--- config.mk ---
export PLATFORM = sky130hd
export DESIGN_NAME = dspk_exec
export DESIGN_NICKNAME = d
export VERILOG_FILES = /design/src/rtl/dspk_pkg.sv /design/src/rtl/dspk_exec.sv /design/src/rtl/dspk_stack.sv
export SDC_FILE = /design/constraint.sdc
export NUM_CORES = 1
export LEC_CHECK = 0
export ABC_AREA = 1
export BUFFER_PORTS_ARGS = -buffer_cell sky130_fd_sc_hd__buf_4
export CAP_MARGIN = 20
export CORE_AREA = 2 2 206 310
export CTS_CLUSTER_DIAMETER = 40
export DETAILED_ROUTE_END_ITERATION = 8
export DIE_AREA = 0 0 208 312
export PLACE_DENSITY = 0.48
export REMOVE_ABC_BUFFERS = 1
export SLEW_MARGIN = 20
export SYNTH_ARGS = -nofsm -noshare
export SYNTH_HDL_FRONTEND = slang
export SYNTH_HIERARCHICAL = 1
export SYNTH_SLANG_ARGS = --single-unit
--- constraint.sdc ---
create_clock -name I_CLK -period 4.32 [get_ports I_CLK]
set_clock_uncertainty 0.2 [all_clocks]
set_input_delay 0 -clock I_CLK [delete_from_list [all_inputs] [get_ports I_CLK]]
set_output_delay 0 -clock I_CLK [all_outputs]
set_load 0.005 [all_outputs]
--- src/rtl/dspk_pkg.sv ---
/*
 package for the stack and port transfer execution block: operation codes,
 widths, reset values and map constants. assumes nothing of its surroundings.
*/
package dspk_pkg;
   localparam int unsigned DATA_W        = 16;
   localparam int unsigned ACC_W         = 32;
   localparam int unsigned STACK_DEPTH   = 8;
   localparam int unsigned RPT_W         = 16;
   localparam logic [15:0] MMAP_IO_LO    = 16'h0050;
   localparam logic [15:0] MMAP_IO_HI    = 16'h005F;
   localparam logic [15:0] DATA_RST      = 16'h0000;
   localparam logic [31:0] ACC_RST       = 32'h0000_0000;
   localparam logic [1:0]  SHIFT_NONE    = 2'h0;
   localparam logic [1:0]  SHIFT_LEFT1   = 2'h1;
   localparam logic [1:0]  SHIFT_LEFT4   = 2'h2;
   localparam logic [1:0]  SHIFT_RIGHT6  = 2'h3;
   localparam int unsigned SHARED_WAIT   = 1;

   typedef enum logic [2:0] {
      OP_NONE  = 3'h0,
      OP_PROD  = 3'h1,
      OP_POPA  = 3'h2,
      OP_POPM  = 3'h3,
      OP_PSHM  = 3'h4,
      OP_PSHA  = 3'h5,
      OP_OUT   = 3'h6
   } dspk_op_t;

   typedef enum logic [3:0] {
      ST_IDLE  = 4'b0001,
      ST_WAIT  = 4'b0010,
      ST_XFER  = 4'b0100,
      ST_STALL = 4'b1000
   } dspk_state_t;
endpackage

--- src/rtl/dspk_exec.sv ---
/*
 execution unit for the stack, product transfer and port output operations.
 assumes a sequencer presents one operation with I_OP_VALID while O_BUSY is
 low, supplies the memory operand on I_MEM_DATA at issue and for each repeated
 word on I_SRC_DATA with I_SRC_VALID, and honours the external ready line.
*/
// Overview of operation
// - repeated port output sends repeat counter at start plus one words.
// - port address steps up by one after every repeated word written.
// - after the pipeline fills, each further repeated word takes one cycle.
// - single port output takes one more cycle with shared single access ram.
// - product transfer loads accumulator with product shifted by shift mode.
// - pop to accumulator fills low half, clears high half, pops stack.
// - last-in first-out hardware stack with exactly eight locations.
// - pop moves each entry up one; bottom keeps value.
// - no underflow check; many pops leave all levels equal.
// - pop to memory writes top to data word and pops stack.
// - push from memory shifts stack down then puts data word on top.
// - push from accumulator shifts stack down, puts accumulator low on top.
// - pop or push with memory adds one cycle when ram block shared.
// - port output drives io select low with external write handshake.
// - port addresses 50h to 5Fh go to mapped locations, others external.
`timescale 1ns/1ps
module dspk_exec #(
   parameter int unsigned DW = dspk_pkg::DATA_W
) (
   // clock, reset, enable
   input  wire logic                 I_CLK,
   input  wire logic                 I_SYS_RST,
   input  wire logic                 I_CE,
   // operation issue
   input  wire logic                 I_OP_VALID,
   input  wire dspk_pkg::dspk_op_t   I_OP,
   input  wire logic                 I_SHARED_RAM,
   input  wire logic                 I_REPEAT,
   input  wire logic [15:0]          I_REPEAT_COUNTER,
   input  wire logic [15:0]          I_PORT_ADDR,
   input  wire logic [DW-1:0]        I_MEM_DATA,
   input  wire logic [31:0]          I_PRODUCT_REGISTER,
   input  wire logic [1:0]           I_PRODUCT_SHIFT_MODE,
   // repeated source words
   input  wire logic                 I_SRC_VALID,
   input  wire logic [DW-1:0]        I_SRC_DATA,
   // external io handshake
   input  wire logic                 I_READY,
   // status and results
   output logic                      O_BUSY,
   output logic                      O_DONE,
   output logic [31:0]               O_ACCUMULATOR,
   output logic [DW-1:0]             O_STACK_TOP_ENTRY,
   output logic                      O_SRC_TAKE,
   // data memory write for pop to memory
   output logic                      O_MEM_WE,
   output logic [DW-1:0]             O_MEM_WDATA,
   // io port bus
   output logic                      O_IO_SPACE_SELECT_N,
   output logic                      O_STRB_N,
   output logic                      O_RW,
   output logic [15:0]               O_IO_ADDR,
   output logic [DW-1:0]             O_IO_DATA,
   output logic                      O_MMAP_WE,
   output logic [3:0]                O_MMAP_SEL,
   output logic [DW-1:0]             O_MMAP_DATA
);
   dspk_pkg::dspk_state_t state_r;
   dspk_pkg::dspk_op_t    op_r;
   logic [15:0]           left_r;
   logic [DW-1:0]         word_r;
   logic                  rep_r;
   logic                  st_push;
   logic                  st_pop;
   logic [DW-1:0]         st_data;
   logic                  issue;
   logic                  io_done;

   function automatic logic is_mmap(input logic [15:0] a);
      return (a >= dspk_pkg::MMAP_IO_LO) && (a <= dspk_pkg::MMAP_IO_HI);
   endfunction

   function automatic logic [31:0] shift_prod(input logic [31:0] p, input logic [1:0] m);
      if (m == dspk_pkg::SHIFT_LEFT1) begin
         return p << 1;
      end else if (m == dspk_pkg::SHIFT_LEFT4) begin
         return p << 4;
      end else if (m == dspk_pkg::SHIFT_RIGHT6) begin
         return 32'($signed(p) >>> 6);
      end
      return p;
   endfunction

   assign issue = I_CE && I_OP_VALID && (state_r == dspk_pkg::ST_IDLE);
   // external words finish on ready; mapped words finish at once
   assign io_done = (state_r == dspk_pkg::ST_XFER) && (!O_STRB_N)
                    && (O_MMAP_WE || I_READY);

   // stack moves happen at issue; pop wins in the stack if both asserted
   always_comb begin
      st_push = 1'b0;
      st_pop  = 1'b0;
      st_data = I_MEM_DATA;
      if (issue) begin
         case (I_OP)
            dspk_pkg::OP_POPA: st_pop = 1'b1;
            dspk_pkg::OP_POPM: st_pop = 1'b1;
            dspk_pkg::OP_PSHM: st_push = 1'b1;
            dspk_pkg::OP_PSHA: begin
               st_push = 1'b1;
               st_data = O_ACCUMULATOR[DW-1:0];
            end
            default: st_push = 1'b0;
         endcase
      end
   end

   dspk_stack #(
      .WIDTH (DW),
      .DEPTH (dspk_pkg::STACK_DEPTH)
   ) u_stack (
      .clk       (I_CLK),
      .rst       (I_SYS_RST),
      .en        (I_CE),
      .push      (st_push),
      .pop       (st_pop),
      .push_data (st_data),
      .top_r     (O_STACK_TOP_ENTRY)
   );

   // sequencing: shared ram costs one wait cycle before completion
   always_ff @(posedge I_CLK or posedge I_SYS_RST) begin
      if (I_SYS_RST) begin
         state_r <= dspk_pkg::ST_IDLE;
         op_r    <= dspk_pkg::OP_NONE;
         rep_r   <= 1'b0;
         left_r  <= 16'h0000;
         word_r  <= dspk_pkg::DATA_RST;
      end else if (I_CE) begin
         case (state_r)
            dspk_pkg::ST_IDLE: begin
               if (issue) begin
                  op_r   <= I_OP;
                  word_r <= I_MEM_DATA;
                  rep_r  <= I_REPEAT;
                  left_r <= I_REPEAT ? I_REPEAT_COUNTER : 16'h0000;
                  if (I_SHARED_RAM && !I_REPEAT) begin
                     state_r <= dspk_pkg::ST_WAIT;
                  end else if (I_OP == dspk_pkg::OP_OUT) begin
                     state_r <= dspk_pkg::ST_XFER;
                  end
               end
            end
            dspk_pkg::ST_WAIT: begin
               state_r <= (op_r == dspk_pkg::OP_OUT) ? dspk_pkg::ST_XFER
                                                     : dspk_pkg::ST_IDLE;
            end
            dspk_pkg::ST_XFER: begin
               if (io_done) begin
                  if (left_r == 16'h0000) begin
                     state_r <= dspk_pkg::ST_IDLE;
                  end else begin
                     left_r <= left_r - 16'h0001;
                     if (I_SRC_VALID) begin
                        word_r <= I_SRC_DATA;
                     end else begin
                        state_r <= dspk_pkg::ST_STALL;
                     end
                  end
               end
            end
            dspk_pkg::ST_STALL: begin
               if (I_SRC_VALID) begin
                  word_r  <= I_SRC_DATA;
                  state_r <= dspk_pkg::ST_XFER;
               end
            end
            default: state_r <= dspk_pkg::ST_IDLE;
         endcase
      end
   end

   always_ff @(posedge I_CLK or posedge I_SYS_RST) begin
      if (I_SYS_RST) begin
         O_SRC_TAKE <= 1'b0;
      end else if (I_CE) begin
         O_SRC_TAKE <= I_SRC_VALID && ((io_done && left_r != 16'h0000)
                       || state_r == dspk_pkg::ST_STALL);
      end
   end

   // io bus outputs: address steps after each word
   always_ff @(posedge I_CLK or posedge I_SYS_RST) begin
      if (I_SYS_RST) begin
         O_IO_SPACE_SELECT_N <= 1'b1;
         O_STRB_N            <= 1'b1;
         O_RW                <= 1'b1;
         O_IO_ADDR           <= 16'h0000;
         O_IO_DATA           <= dspk_pkg::DATA_RST;
         O_MMAP_WE           <= 1'b0;
         O_MMAP_SEL          <= 4'h0;
         O_MMAP_DATA         <= dspk_pkg::DATA_RST;
      end else if (I_CE) begin
         if (issue) begin
            O_IO_ADDR <= I_PORT_ADDR;
            O_IO_DATA <= I_MEM_DATA;
         end else if (io_done) begin
            O_IO_ADDR <= O_IO_ADDR + 16'h0001;
            O_IO_DATA <= I_SRC_DATA;
         end else if (state_r == dspk_pkg::ST_STALL) begin
            O_IO_DATA <= I_SRC_DATA;
         end
         if ((state_r == dspk_pkg::ST_XFER && !io_done)
             || (io_done && left_r != 16'h0000 && I_SRC_VALID)
             || (state_r == dspk_pkg::ST_STALL && I_SRC_VALID)
             || (state_r == dspk_pkg::ST_WAIT && op_r == dspk_pkg::OP_OUT)
             || (issue && I_OP == dspk_pkg::OP_OUT
                 && !(I_SHARED_RAM && !I_REPEAT))) begin
            // mapped ports never leave the chip
            if (is_mmap(io_done ? O_IO_ADDR + 16'h0001
                        : (issue ? I_PORT_ADDR : O_IO_ADDR))) begin
               O_IO_SPACE_SELECT_N <= 1'b1;
               O_MMAP_WE           <= 1'b1;
               O_MMAP_SEL          <= io_done ? 4'(O_IO_ADDR + 16'h0001)
                                     : (issue ? I_PORT_ADDR[3:0] : O_IO_ADDR[3:0]);
               O_MMAP_DATA         <= (io_done || state_r == dspk_pkg::ST_STALL)
                                      ? I_SRC_DATA : (issue ? I_MEM_DATA : word_r);
            end else begin
               O_IO_SPACE_SELECT_N <= 1'b0;
               O_MMAP_WE           <= 1'b0;
            end
            O_STRB_N <= 1'b0;
            O_RW     <= 1'b0;
         end else begin
            O_IO_SPACE_SELECT_N <= 1'b1;
            O_STRB_N            <= 1'b1;
            O_RW                <= 1'b1;
            O_MMAP_WE           <= 1'b0;
         end
      end
   end

   // accumulator and memory write results
   always_ff @(posedge I_CLK or posedge I_SYS_RST) begin
      if (I_SYS_RST) begin
         O_ACCUMULATOR <= dspk_pkg::ACC_RST;
         O_MEM_WE      <= 1'b0;
         O_MEM_WDATA   <= dspk_pkg::DATA_RST;
      end else if (I_CE) begin
         O_MEM_WE <= 1'b0;
         if (issue && I_OP == dspk_pkg::OP_PROD) begin
            O_ACCUMULATOR <= shift_prod(I_PRODUCT_REGISTER, I_PRODUCT_SHIFT_MODE);
         end else if (issue && I_OP == dspk_pkg::OP_POPA) begin
            O_ACCUMULATOR <= {16'h0000, O_STACK_TOP_ENTRY};
         end else if (issue && I_OP == dspk_pkg::OP_POPM) begin
            O_MEM_WE    <= 1'b1;
            O_MEM_WDATA <= O_STACK_TOP_ENTRY;
         end
      end
   end

   always_ff @(posedge I_CLK or posedge I_SYS_RST) begin
      if (I_SYS_RST) begin
         O_BUSY <= 1'b0;
         O_DONE <= 1'b0;
      end else if (I_CE) begin
         O_DONE <= (issue && I_OP != dspk_pkg::OP_OUT && !(I_SHARED_RAM && !I_REPEAT))
                   || (state_r == dspk_pkg::ST_WAIT && op_r != dspk_pkg::OP_OUT)
                   || (io_done && left_r == 16'h0000);
         O_BUSY <= (issue && (I_OP == dspk_pkg::OP_OUT || (I_SHARED_RAM && !I_REPEAT)))
                   || (state_r == dspk_pkg::ST_WAIT && op_r == dspk_pkg::OP_OUT)
                   || (state_r == dspk_pkg::ST_XFER && !(io_done && left_r == 16'h0000))
                   || state_r == dspk_pkg::ST_STALL;
      end
   end
endmodule

--- src/rtl/dspk_stack.sv ---
/*
 eight level last-in first-out word stack with a registered top output.
 assumes at most one push or pop per enabled cycle; pop wins if both.
*/
`timescale 1ns/1ps
module dspk_stack #(
   parameter int unsigned WIDTH = dspk_pkg::DATA_W,
   parameter int unsigned DEPTH = dspk_pkg::STACK_DEPTH
) (
   input  wire logic             clk,
   input  wire logic             rst,
   input  wire logic             en,
   input  wire logic             push,
   input  wire logic             pop,
   input  wire logic [WIDTH-1:0] push_data,
   output logic      [WIDTH-1:0] top_r
);
   logic [WIDTH-1:0] lvl_r [DEPTH];

   always_ff @(posedge clk or posedge rst) begin
      if (rst) begin
         for (int i = 0; i < DEPTH; i++) begin
            lvl_r[i] <= WIDTH'(0);
         end
      end else if (en && pop) begin
         // bottom keeps its value, so repeated pops flood it upward
         for (int i = 0; i < DEPTH - 1; i++) begin
            lvl_r[i] <= lvl_r[i+1];
         end
      end else if (en && push) begin
         for (int i = 1; i < DEPTH; i++) begin
            lvl_r[i] <= lvl_r[i-1];
         end
         lvl_r[0] <= push_data;
      end
   end

   always_ff @(posedge clk or posedge rst) begin
      if (rst) begin
         top_r <= WIDTH'(0);
      end else if (en && pop) begin
         top_r <= lvl_r[1];
      end else if (en && push) begin
         top_r <= push_data;
      end
   end
endmodule

== Yosys cells after proc, flatten, opt, wreduce, memory -nomap -nowiden ==
Index checks and enable logic that the tools add are counted.

* Reduce and logical (&&, ||, !) cells: 63
* Add/subtract/negate cells: 2
* Muxes and demuxes: 57
* Eq/ne operators: 22
* Bitwise operators: 3
* $lt $le $gt $ge: 2

{| class="wikitable"
|+ Operator list
! operator !! count
|-
| 2-to-1 mux 16 bit || 20
|-
| 2-to-1 mux 32 bit || 6
|-
| 2-to-1 mux 128 bit || 1
|-
| 2-to-1 mux 112 bit || 1
|-
| case mux 16 bit (3 select lines) || 1
|-
| 2-to-1 mux 4 bit || 9
|-
| case mux 16 bit (2 select lines) || 1
|-
| logical AND 1 bit || 25
|-
| adder 16 x 1 -> 16 bit, second input constant || 1
|-
| greater-or-equal comparator 16 x 7 -> 1 bit, second input constant || 1
|-
| <= comparator 16 x 7 -> 1 bit, second input constant || 1
|-
| logical NOT 16 bit || 1
|-
| 2-to-1 mux 1 bit || 16
|-
| case mux 4 bit (4 select lines) || 1
|-
| nonzero test 16 bit || 1
|-
| subtractor 16 x 1 -> 16 bit, second input constant || 1
|-
| logical OR 1 bit || 13
|-
| equality test 3 bit, second input constant || 4
|-
| != test 3 bit, second input constant || 3
|-
| != test 2 bit, second input constant || 4
|-
| AND reduction 2 bit || 4
|-
| AND reduction 4 bit || 2
|-
| nonzero test 2 bit || 4
|-
| equality test 3 x 2 -> 1 bit, second input constant || 2
|-
| other kinds (16) || 26
|}

* Word-level logic and storage cells: 175
* Register bits: 290
* Input port bits: 109
* Output and inout bits: 124

== Logic depth before layout (Yosys ltp) ==
Gate-level depths: netlist of run 1.

* Depth in word-level cells: 10
* Mapped depth: 15
* Depth with buffers taken out: 14

== Hierarchy ==
Netlist of run 1, hierarchy kept.

{| class="wikitable"
|+ Modules (own cells, without submodules)
! module !! area each (µm²) !! cells each !! times used !! seq. area each (µm²)
|-
| dspk_exec || 8715.9 || 1180 || 1 || 3657.3
|-
| dspk_stack || 6715.2 || 759 || 1 || 3603.5
|}

== Worst setup path after synthesis of run 1 ==
Ideal clock, no wire load.

* Path type: flip-flop to flip-flop
* Start point: register state_r[3]
* End point: register u_stack/lvl_r[117] (netlist bit)
* Data required time: 3993 ps
* Path slack: 2034 ps
* Arrival: 1959 ps
* Path buffers: 2
* Period minus slack after synthesis: 2286 ps
* Library setup time: 127 ps
* Cell stages (with the launch flop): 11
* Cells stage by stage: dfrtp_1 > nor2_1 > nand3_2 > nor2_4 > buf_4 > nand2_2 > nor2_4 > buf_4 > mux2_2 > nand4_1 > nand3_1

* Cells in the longest elaborated chain, start to end: 5
* Elaborated cells on any way between the ends: 10
* Classes of those cells: eq/ne (1); mux (5); reduce/logical (4)

{| class="wikitable"
|+ RTL lines
! item !! RTL line !! source
|-
| start: declaration || dspk_exec.sv:65 || <nowiki>dspk_pkg::dspk_state_t state_r;</nowiki>
|-
| start signal: assignment || dspk_exec.sv:131 || <nowiki>state_r <= dspk_pkg::ST_IDLE;</nowiki>
|-
| start signal: assignment || dspk_exec.sv:145 || <nowiki>state_r <= dspk_pkg::ST_WAIT;</nowiki>
|-
| start signal: assignment || dspk_exec.sv:147 || <nowiki>state_r <= dspk_pkg::ST_XFER;</nowiki>
|-
| equality test 4 x 1 -> 1 bit || dspk_exec.sv:91 || <nowiki>assign issue = I_CE && I_OP_VALID && (state_r == dspk_pkg::ST_IDLE);</nowiki>
|-
| logical AND 1 bit || dspk_exec.sv:91 ||
|-
| 2-to-1 mux 16 bit || dspk_exec.sv:101 || <nowiki>if (issue) begin</nowiki>
|-
| named net st_data[5] || dspk_exec.sv:72 || <nowiki>logic [DW-1:0] st_data;</nowiki>
|-
| 2-to-1 mux 128 bit || dspk_stack.sv:30 || <nowiki>end else if (en && push) begin</nowiki>
|-
| 2-to-1 mux 112 bit || dspk_stack.sv:25 || <nowiki>end else if (en && pop) begin</nowiki>
|-
| end signal: indexed assignment || dspk_stack.sv:28 || <nowiki>lvl_r[i] <= lvl_r[i+1];</nowiki>
|-
| end signal: indexed assignment || dspk_stack.sv:32 || <nowiki>lvl_r[i] <= lvl_r[i-1];</nowiki>
|-
| end: declaration || dspk_stack.sv:18 || <nowiki>logic [WIDTH-1:0] lvl_r [DEPTH];</nowiki>
|}

The timed path passes the listed nets, and every way through them passes these cells. The select of a mux whose other input is x is not followed.
A chain may end at the register's enable or synchronous reset.

== Worst setup path after layout of run 1 ==
* Start point: register state_r[0]
* End point: register word_r[12]

* Cells in the longest elaborated chain, start to end: 5
* Elaborated cells on any way between the ends: 12
* Classes of those cells: eq/ne (5); mux (2); reduce/logical (5)

{| class="wikitable"
|+ RTL lines
! item !! RTL line !! source
|-
| equality test 4 x 3 -> 1 bit || dspk_exec.sv:93, dspk_exec.sv:137 ||
|-
| logical AND 1 bit || dspk_exec.sv:93 || <nowiki>assign io_done = (state_r == dspk_pkg::ST_XFER) && (!O_STRB_N)</nowiki>
|-
| logical AND 1 bit || dspk_exec.sv:94 || <nowiki>&& (O_MMAP_WE || I_READY);</nowiki>
|-
| != test 2 bit (no source line) || n/a ||
|-
| AND reduction 4 bit (no source line) || n/a ||
|-
| end signal: assignment || dspk_exec.sv:135 || <nowiki>word_r <= dspk_pkg::DATA_RST;</nowiki>
|-
| end: declaration || dspk_exec.sv:68 || <nowiki>logic [DW-1:0] word_r;</nowiki>
|}

Parallel ways exist; a longest one is shown, timed or not.

==> impl_metrics.yaml, run 1 <==
critical_path:
  rr_worst_depth: 12
  regToRegEndpoint: "word_r[12]$_DFFE_PP0P_"
  critPathMaxFanout: 33
  worstReg2RegStart: "state_r[0]$_DFFE_PP1P_"
  cp_data_required_time_ps: 4660
  endpoint_kind: "flip-flop"
  crit_type: "reg -> reg"
  cp.arrival_ps: 4080
  startpoint_type: "flip-flop"
  r2r_slack_ps: 570
layout:
  final_util_pct: 34.6
  drive_gt1_share_pct: 17.5
  area_growth_pct: 38.7
  diodes: 0
  finalNonFillerCells: 3141
  final_nets: 2414
  design_area_sq_um: 21400
  fill_cells: 6454
power:
  leakagePower_nw: 10.1
  powerDensity_nw_per_um2: 539
  switchingPower_w: 0.00387
  intPower_w: 0.00766
  seqPwrFrac_pct: 34.5
  vdd_drop_max_mv: 0.284
  pwr-share-clk_pct: 36.9
  combPwrFrac_pct: 28.6
  swShare_pct: 33.6
yosys:
  avgSynthCellArea_sq_um: 7.96
  synth_cells: 1939
  synth_edf_count: 0
  synthDistinctLibCells: 46
  ys_ff_latch: 290
  ys_seq_area_share_pct: 47.1
  ys.flop_type: "dfrtp_1"
  synth_common_cells: "nand2_1, dfrtp_1, nand3_1, o21ai_0, nand4_1"
  yosys.area.top_type: "dfrtp_1"
  post-synth-top-count-cell: "nand2_1"
  yosysTopAreaCellShare_pct: 46.5
  ys_warn_count: 6
  syn_area_sq_um: 15400
  synth.area.top_cells: "dfrtp_1, nand2_1, nand3_1"
  ys_async_sr_fraction_pct: 100
route:
  vias: 15800
  routed_wl_mm: 58.5
  drcViolationCount: 0
  viasPerCell: 5.05
  antenna_left: 0
  first_pass_iters: 6
  drt-wirelength-per-cell_microns: 18.6
  dr.first_iter.drc_count: 1392
cts:
  cts_max_level: 2
  cts_sinks: 290
  cts_tree: "yes"
  cts.root.buffer_cell: "clkbuf_16"
  clk_pin_slew_ps: 60
  cts_buffers: 50
  clock_path_buffers: 3
  clock_latency_ps: 600
floorplan:
  rows: 112
  die_w_microns: 208
  core_sq_um: 61900
  initial_core_util_pct: 24.9
  dieHeight_microns: 312
  pin_count: 233
  die_area_sq_um: 64900
placement:
  placed_area_sq_um: 17700
  hpwl_mm: 39.1
  io_buffer_count: 232
  gp_congestion: 0.874
  dpl.cell_count: 2854
hold_path:
  hp-class: "in -> reg"
  hp-start: "I_PRODUCT_REGISTER[8]"
  hold_end: "O_ACCUMULATOR[8]$_DFFE_PP0P_"
  min_path_cells: 5
global_route:
  overflow: 0
  grt_pass1_wl_mm: 91.8
  antenna_found_initial: 1
  grt_pass1_vias: 16100
  grt_max_degree: 129
  track_usage_pct: 17.7
sta:
  setup_viol: 0
  fin_crit_sh_pct: 86.7
  final-max-slew-violation-count: 0
  rsz0062_at_grt: "no"
  slew_headroom_pct: 29.4
  tightest_slew_ps: 1050
  timing.fmax_mhz: 267
  period_needed_ps: 3750
  finalHoldViolCount: 0
job:
  drv_cap: 0
run_status:
  status: "finished clean"
## worst max-delay path: stages, from the launching register on
cell,delay (ps)
dfstp_2,380
nor2_1,170
inv_2,60
nor3_4,290
inv_2,210
nand2_4,310
nor2_1,150
nor4_4,260
buf_4,370
nand2_1,100
dlygate4sd3_1,580
o21ai_1,70
dlygate4sd3_1,550
## worst max path at each step
stage | startpoint | endpoint | slack [ps] | cells after the start
detailed placement | state_r[0]$_DFFE_PP1P_ | O_MMAP_DATA[1]$_DFFE_PP0P_ | 820 | 13
finish | state_r[0]$_DFFE_PP1P_ | word_r[12]$_DFFE_PP0P_ | 570 | 12
floorplan | state_r[3]$_DFFE_PP0P_ | u_stack/lvl_r[100]$_DFFE_PP0P_ | -5210 | 8
global route | state_r[0]$_DFFE_PP1P_ | word_r[12]$_DFFE_PP0P_ | 210 | 12
global placement | state_r[0]$_DFFE_PP1P_ | O_MMAP_DATA[3]$_DFFE_PP0P_ | 840 | 13
CTS | state_r[0]$_DFFE_PP1P_ | word_r[12]$_DFFE_PP0P_ | 20 | 12
## flip-flops by register name, indices dropped and copies added (netlist names), 3 cells and up
signal and flops:
O_ACCUMULATOR 32, O_IO_ADDR 16, O_IO_DATA 16, O_MEM_WDATA 16, O_MMAP_DATA 16, O_MMAP_SEL 4
left_r 16, op_r 3, state_r 4, u_stack/lvl_r 128, u_stack/top_r 16, word_r 16
## placed cells by master (no fill, tap or decap), types with 9 or more instances in the layout
master / Yosys / layout
dfrtp_1: 287 / 287
a31oi_1: 31 / 31
clkbuf_16: 0 / 50
a21oi_1: 39 / 39
mux2_2: 25 / 25
nand2_1: 471 / 470
o21a_1: 9 / 9
nand4_1: 143 / 143
o21ai_0: 171 / 171
inv_1: 109 / 107
dlygate4sd3_1: 0 / 191
buf_4: 13 / 260
o21ai_1: 18 / 18
nor3_1: 9 / 9
nor2_1: 97 / 96
o211ai_1: 23 / 23
nand3_1: 286 / 286
## cell type report
type | instances | area, sq um | area share (%)
clock inverters | 32 | 445 | 2.08
flip-flops and latches | 290 | 7260 | 33.9
well taps | 798 | 998 | 4.66
clock buffers | 60 | 1350 | 6.30
multi-input cells | 1388 | 6970 | 32.6
inverters | 119 | 458 | 2.14
repair buffers | 454 | 3920 | 18.3
## logic make-up (layout without fill, tap and decap cells)
kind of cell | after synthesis | count (layout) | share of synthesized area (%)
buffers and inverters | 261 | 665 | 7.96
flip-flops | 290 | 290 | 47.1
AND/OR/NAND/NOR | 1026 | 1026 | 30.4
XOR/XNOR | 10 | 10 | 0.568
AO/OA/AOI/OAI | 319 | 319 | 11.6
multiplexers | 31 | 31 | 2.26
adder cells (fa/ha/maj) | 2 | 2 | 0.162
## power groups by stage
stage	Combinational, W	Clock (W)	Sequential (W)
floorplan	0.00157	0	0.00382
global placement	0.00293	0	0.00400
detailed placement	0.00296	0	0.00402
CTS	0.00331	0.00436	0.00398
global route	0.00368	0.00448	0.00406
finish	0.00330	0.00425	0.00398
## stage by stage
step / power (W) / hold WS [ps] / setup TNS [ps] / setup WS [ps]
floorplan: 0.00538 / -96.9 / -708220 / -5210
global placement: 0.00693 / -179 / 0 / 840
detailed placement: 0.00698 / -171 / 0 / 818
CTS: 0.0117 / 6.27 / 0 / 22.3
global route: 0.0122 / 48.3 / 0 / 214
finish: 0.0115 / 39.9 / 0 / 575
## timing repair
action | CTS | global route
resized for setup | 0 | 1
setup buffers | 0 | 4
hold buffers | 191 | 0
endpoints found under the setup margin | 0 | 2
endpoints found under the hold margin | 435 | 0
## metal layers
metal,global-route usage [%],up-vias,part of all wire (%)
met5,0,-,0
met4,8.95,0,4.8
met3,2.59,125,4.8
met2,31.6,506,51
met1,20.5,7801,39
li1,-,7416,-
Power figures use the tool's default switching activity.
==> inputs of run 2 (changes only) <==
--- a/config.mk
+++ b/config.mk
@@ -9,10 +9,12 @@
 export BUFFER_PORTS_ARGS = -buffer_cell sky130_fd_sc_hd__buf_4
 export CAP_MARGIN = 20
 export CORE_AREA = 2 2 206 310
+export CTS_BUF_LIST = sky130_fd_sc_hd__clkbuf_16
 export CTS_CLUSTER_DIAMETER = 40
 export DETAILED_ROUTE_END_ITERATION = 8
 export DIE_AREA = 0 0 208 312
 export PLACE_DENSITY = 0.48
+export RECOVER_POWER = 50
 export REMOVE_ABC_BUFFERS = 1
 export SLEW_MARGIN = 20
 export SYNTH_ARGS = -nofsm -noshare
==> impl_metrics.yaml, run 2 (same netlist as run 1, synthesis figures left out) <==
route:
  first_pass_iters: 6
  dr.first_iter.drc_count: 1424
  drcViolationCount: 0
  drt-wirelength-per-cell_microns: 18.6
  routed_wl_mm: 58.4
  antenna_left: 0
  vias: 15900
  viasPerCell: 5.05
floorplan:
  rows: 112
  dieHeight_microns: 312
  core_sq_um: 61900
  die_area_sq_um: 64900
  die_w_microns: 208
  pin_count: 233
  initial_core_util_pct: 24.9
sta:
  tightest_slew_ps: 2010
  rsz0062_at_grt: "no"
  period_needed_ps: 3750
  finalWorstSetupSlack_ps: 565
  final-max-slew-violation-count: 67
  fin_crit_sh_pct: 86.9
  finalSetupTns_ps: 0
  finalHoldViolCount: 0
  setup_viol: 0
  timing.fmax_mhz: 266
  holdWs_ps: 44.8
  slew_headroom_pct: -34.1
hold_path:
  hold_end: "O_ACCUMULATOR[8]$_DFFE_PP0P_"
  min_path_cells: 5
  hp-class: "in -> reg"
  hp-start: "I_PRODUCT_REGISTER[8]"
layout:
  final_util_pct: 34.2
  diodes: 0
  final_nets: 2413
  final_common_cell: "nand2_1"
  mostFrequentLayoutCells: "nand2_1, dfrtp_1, nand3_1"
  top_regs: "u_stack/lvl_r (128), O_ACCUMULATOR (32)"
  drive_gt1_share_pct: 15.5
  area_growth_pct: 37.2
  largest_reg_flops: 128
  finalNonFillerCells: 3140
  regMostFlops: "u_stack/lvl_r"
critical_path:
  r2r_slack_ps: 570
  endpoint_kind: "flip-flop"
  startpoint_type: "flip-flop"
  critPathMaxFanout: 33
  critPathTopFamily: "buffers and inverters"
  worstReg2RegStart: "state_r[0]$_DFFE_PP1P_"
  max_stage_delay_ps: 580
  critPathBufInv: 5
  crit_path_cell_trace: "nor2_1 -> inv_2 -> nor3_4 -> inv_2 -> nand2_4 -> nor2_1 -> nor4_4 -> buf_4 -> nand2_1 -> dlygate4sd3_1 -> o21ai_1 -> dlygate4sd3_1"
  rr_worst_depth: 12
  regToRegEndpoint: "word_r[12]$_DFFE_PP0P_"
  crit_type: "reg -> reg"
  cp_data_required_time_ps: 4660
  cp.arrival_ps: 4090
  crit_path_top_delay_cell: "dlygate4sd3_1"
global_route:
  grt_max_degree: 129
  met1_usage_pct: 20.5
  overflow: 0
  use_met2_pct: 31.6
  grt_pass1_wl_mm: 91.8
  grt_pass1_vias: 16100
  track_usage_pct: 17.7
  antenna_found_initial: 1
  use_met3_pct: 2.57
  busiest_layer: "met2"
power:
  intPower_w: 0.00740
  switchingPower_w: 0.00385
  seqPwrFrac_pct: 35.2
  swShare_pct: 34.2
  combPwrFrac_pct: 28.1
  powerDensity_nw_per_um2: 531
  vdd_drop_max_mv: 0.282
  pwr-share-clk_pct: 36.7
  leakagePower_nw: 9.90
placement:
  gp_congestion: 0.874
  dp_slack_ps: 818
  dpl.cell_count: 2854
  io_buffer_count: 232
  hpwl_mm: 39.1
job:
  drv_cap: 2
run_status:
  violations: "capacitance limit, slew limit"
  status: "complete, but fails checks"
cts:
  clock_path_buffers: 3
  cts_tree: "yes"
  cts.root.buffer_cell: "clkbuf_16"
  clk_pin_slew_ps: 60
  cts_max_level: 2
  clock_latency_ps: 600
  cts_sinks: 290
  cts_buffers: 50
[run 2: cell types whose count changed in the layout (fill, tap and decap cells not counted)]
cell	previous run	this run
buf_4	260	136
clkbuf_4	0	83
clkbuf_1	4	41
clkbuf_8	6	0
clkinv_1	2	8
inv_1	107	111
dfstp_1	0	2
dfstp_2	3	1
clkinvlp_2	0	1
dlygate4sd3_1	191	190
inv_6	6	5
[run 2: worst max-delay path by stage]
stage / cells after the start / start / end
floorplan: 8 / state_r[3]$_DFFE_PP0P_ / u_stack/lvl_r[100]$_DFFE_PP0P_
finish: 12 / state_r[0]$_DFFE_PP1P_ / word_r[12]$_DFFE_PP0P_
CTS: 12 / state_r[0]$_DFFE_PP1P_ / word_r[12]$_DFFE_PP0P_
global placement: 13 / state_r[0]$_DFFE_PP1P_ / O_MMAP_DATA[3]$_DFFE_PP0P_
global route: 12 / state_r[0]$_DFFE_PP1P_ / word_r[12]$_DFFE_PP0P_
detailed placement: 13 / state_r[0]$_DFFE_PP1P_ / O_MMAP_DATA[1]$_DFFE_PP0P_
[run 2: power by group through the flow]
stage / registers (W) / logic [W] / clock network, W
global placement: 0.00400 / 0.00293 / 0
CTS: 0.00398 / 0.00330 / 0.00424
floorplan: 0.00382 / 0.00157 / 0
detailed placement: 0.00402 / 0.00296 / 0
finish: 0.00396 / 0.00317 / 0.00413
global route: 0.00405 / 0.00355 / 0.00436
[run 2: per-layer routing]
metal  part of all wire, %  vias to the layer above
li1                      -                     7419
met3                   4.5                      133
met4                   5.0                        0
met5                     0                        -
met2                    51                      507
met1                    40                     7808
[run 2: final cells by class]
class	instances	area (sq um)
fill	6496	40800
sequential	290	7260
multi-input combinational	1388	6970
timing repair buffer	453	3760
clock buffer	50	1250
tap	798	998
clock inverter	42	483
inverter	119	454
[run 2: worst reg2reg max path: stages, from the launching register on]
cell	delay, ps
dfstp_2	380
nor2_1	160
inv_2	60
nor3_4	290
inv_2	210
nand2_4	310
nor2_1	150
nor4_4	270
buf_4	370
nand2_1	110
dlygate4sd3_1	580
o21ai_1	70
dlygate4sd3_1	550
[run 2: what timing repair did]
item,4_1_cts,5_1_grt
hold buffers,190,0
gates resized for setup,0,1
setup buffers,0,4
endpoints found under the hold margin,433,0
setup endpoints to repair,0,2
[run 2: through the flow]
stage	power, W	cell area [sq um]
floorplan	0.00538	14700
global placement	0.00693	17700
detailed placement	0.00698	17700
CTS	0.0115	21300
global route	0.0120	21200
finish	0.0113	21200
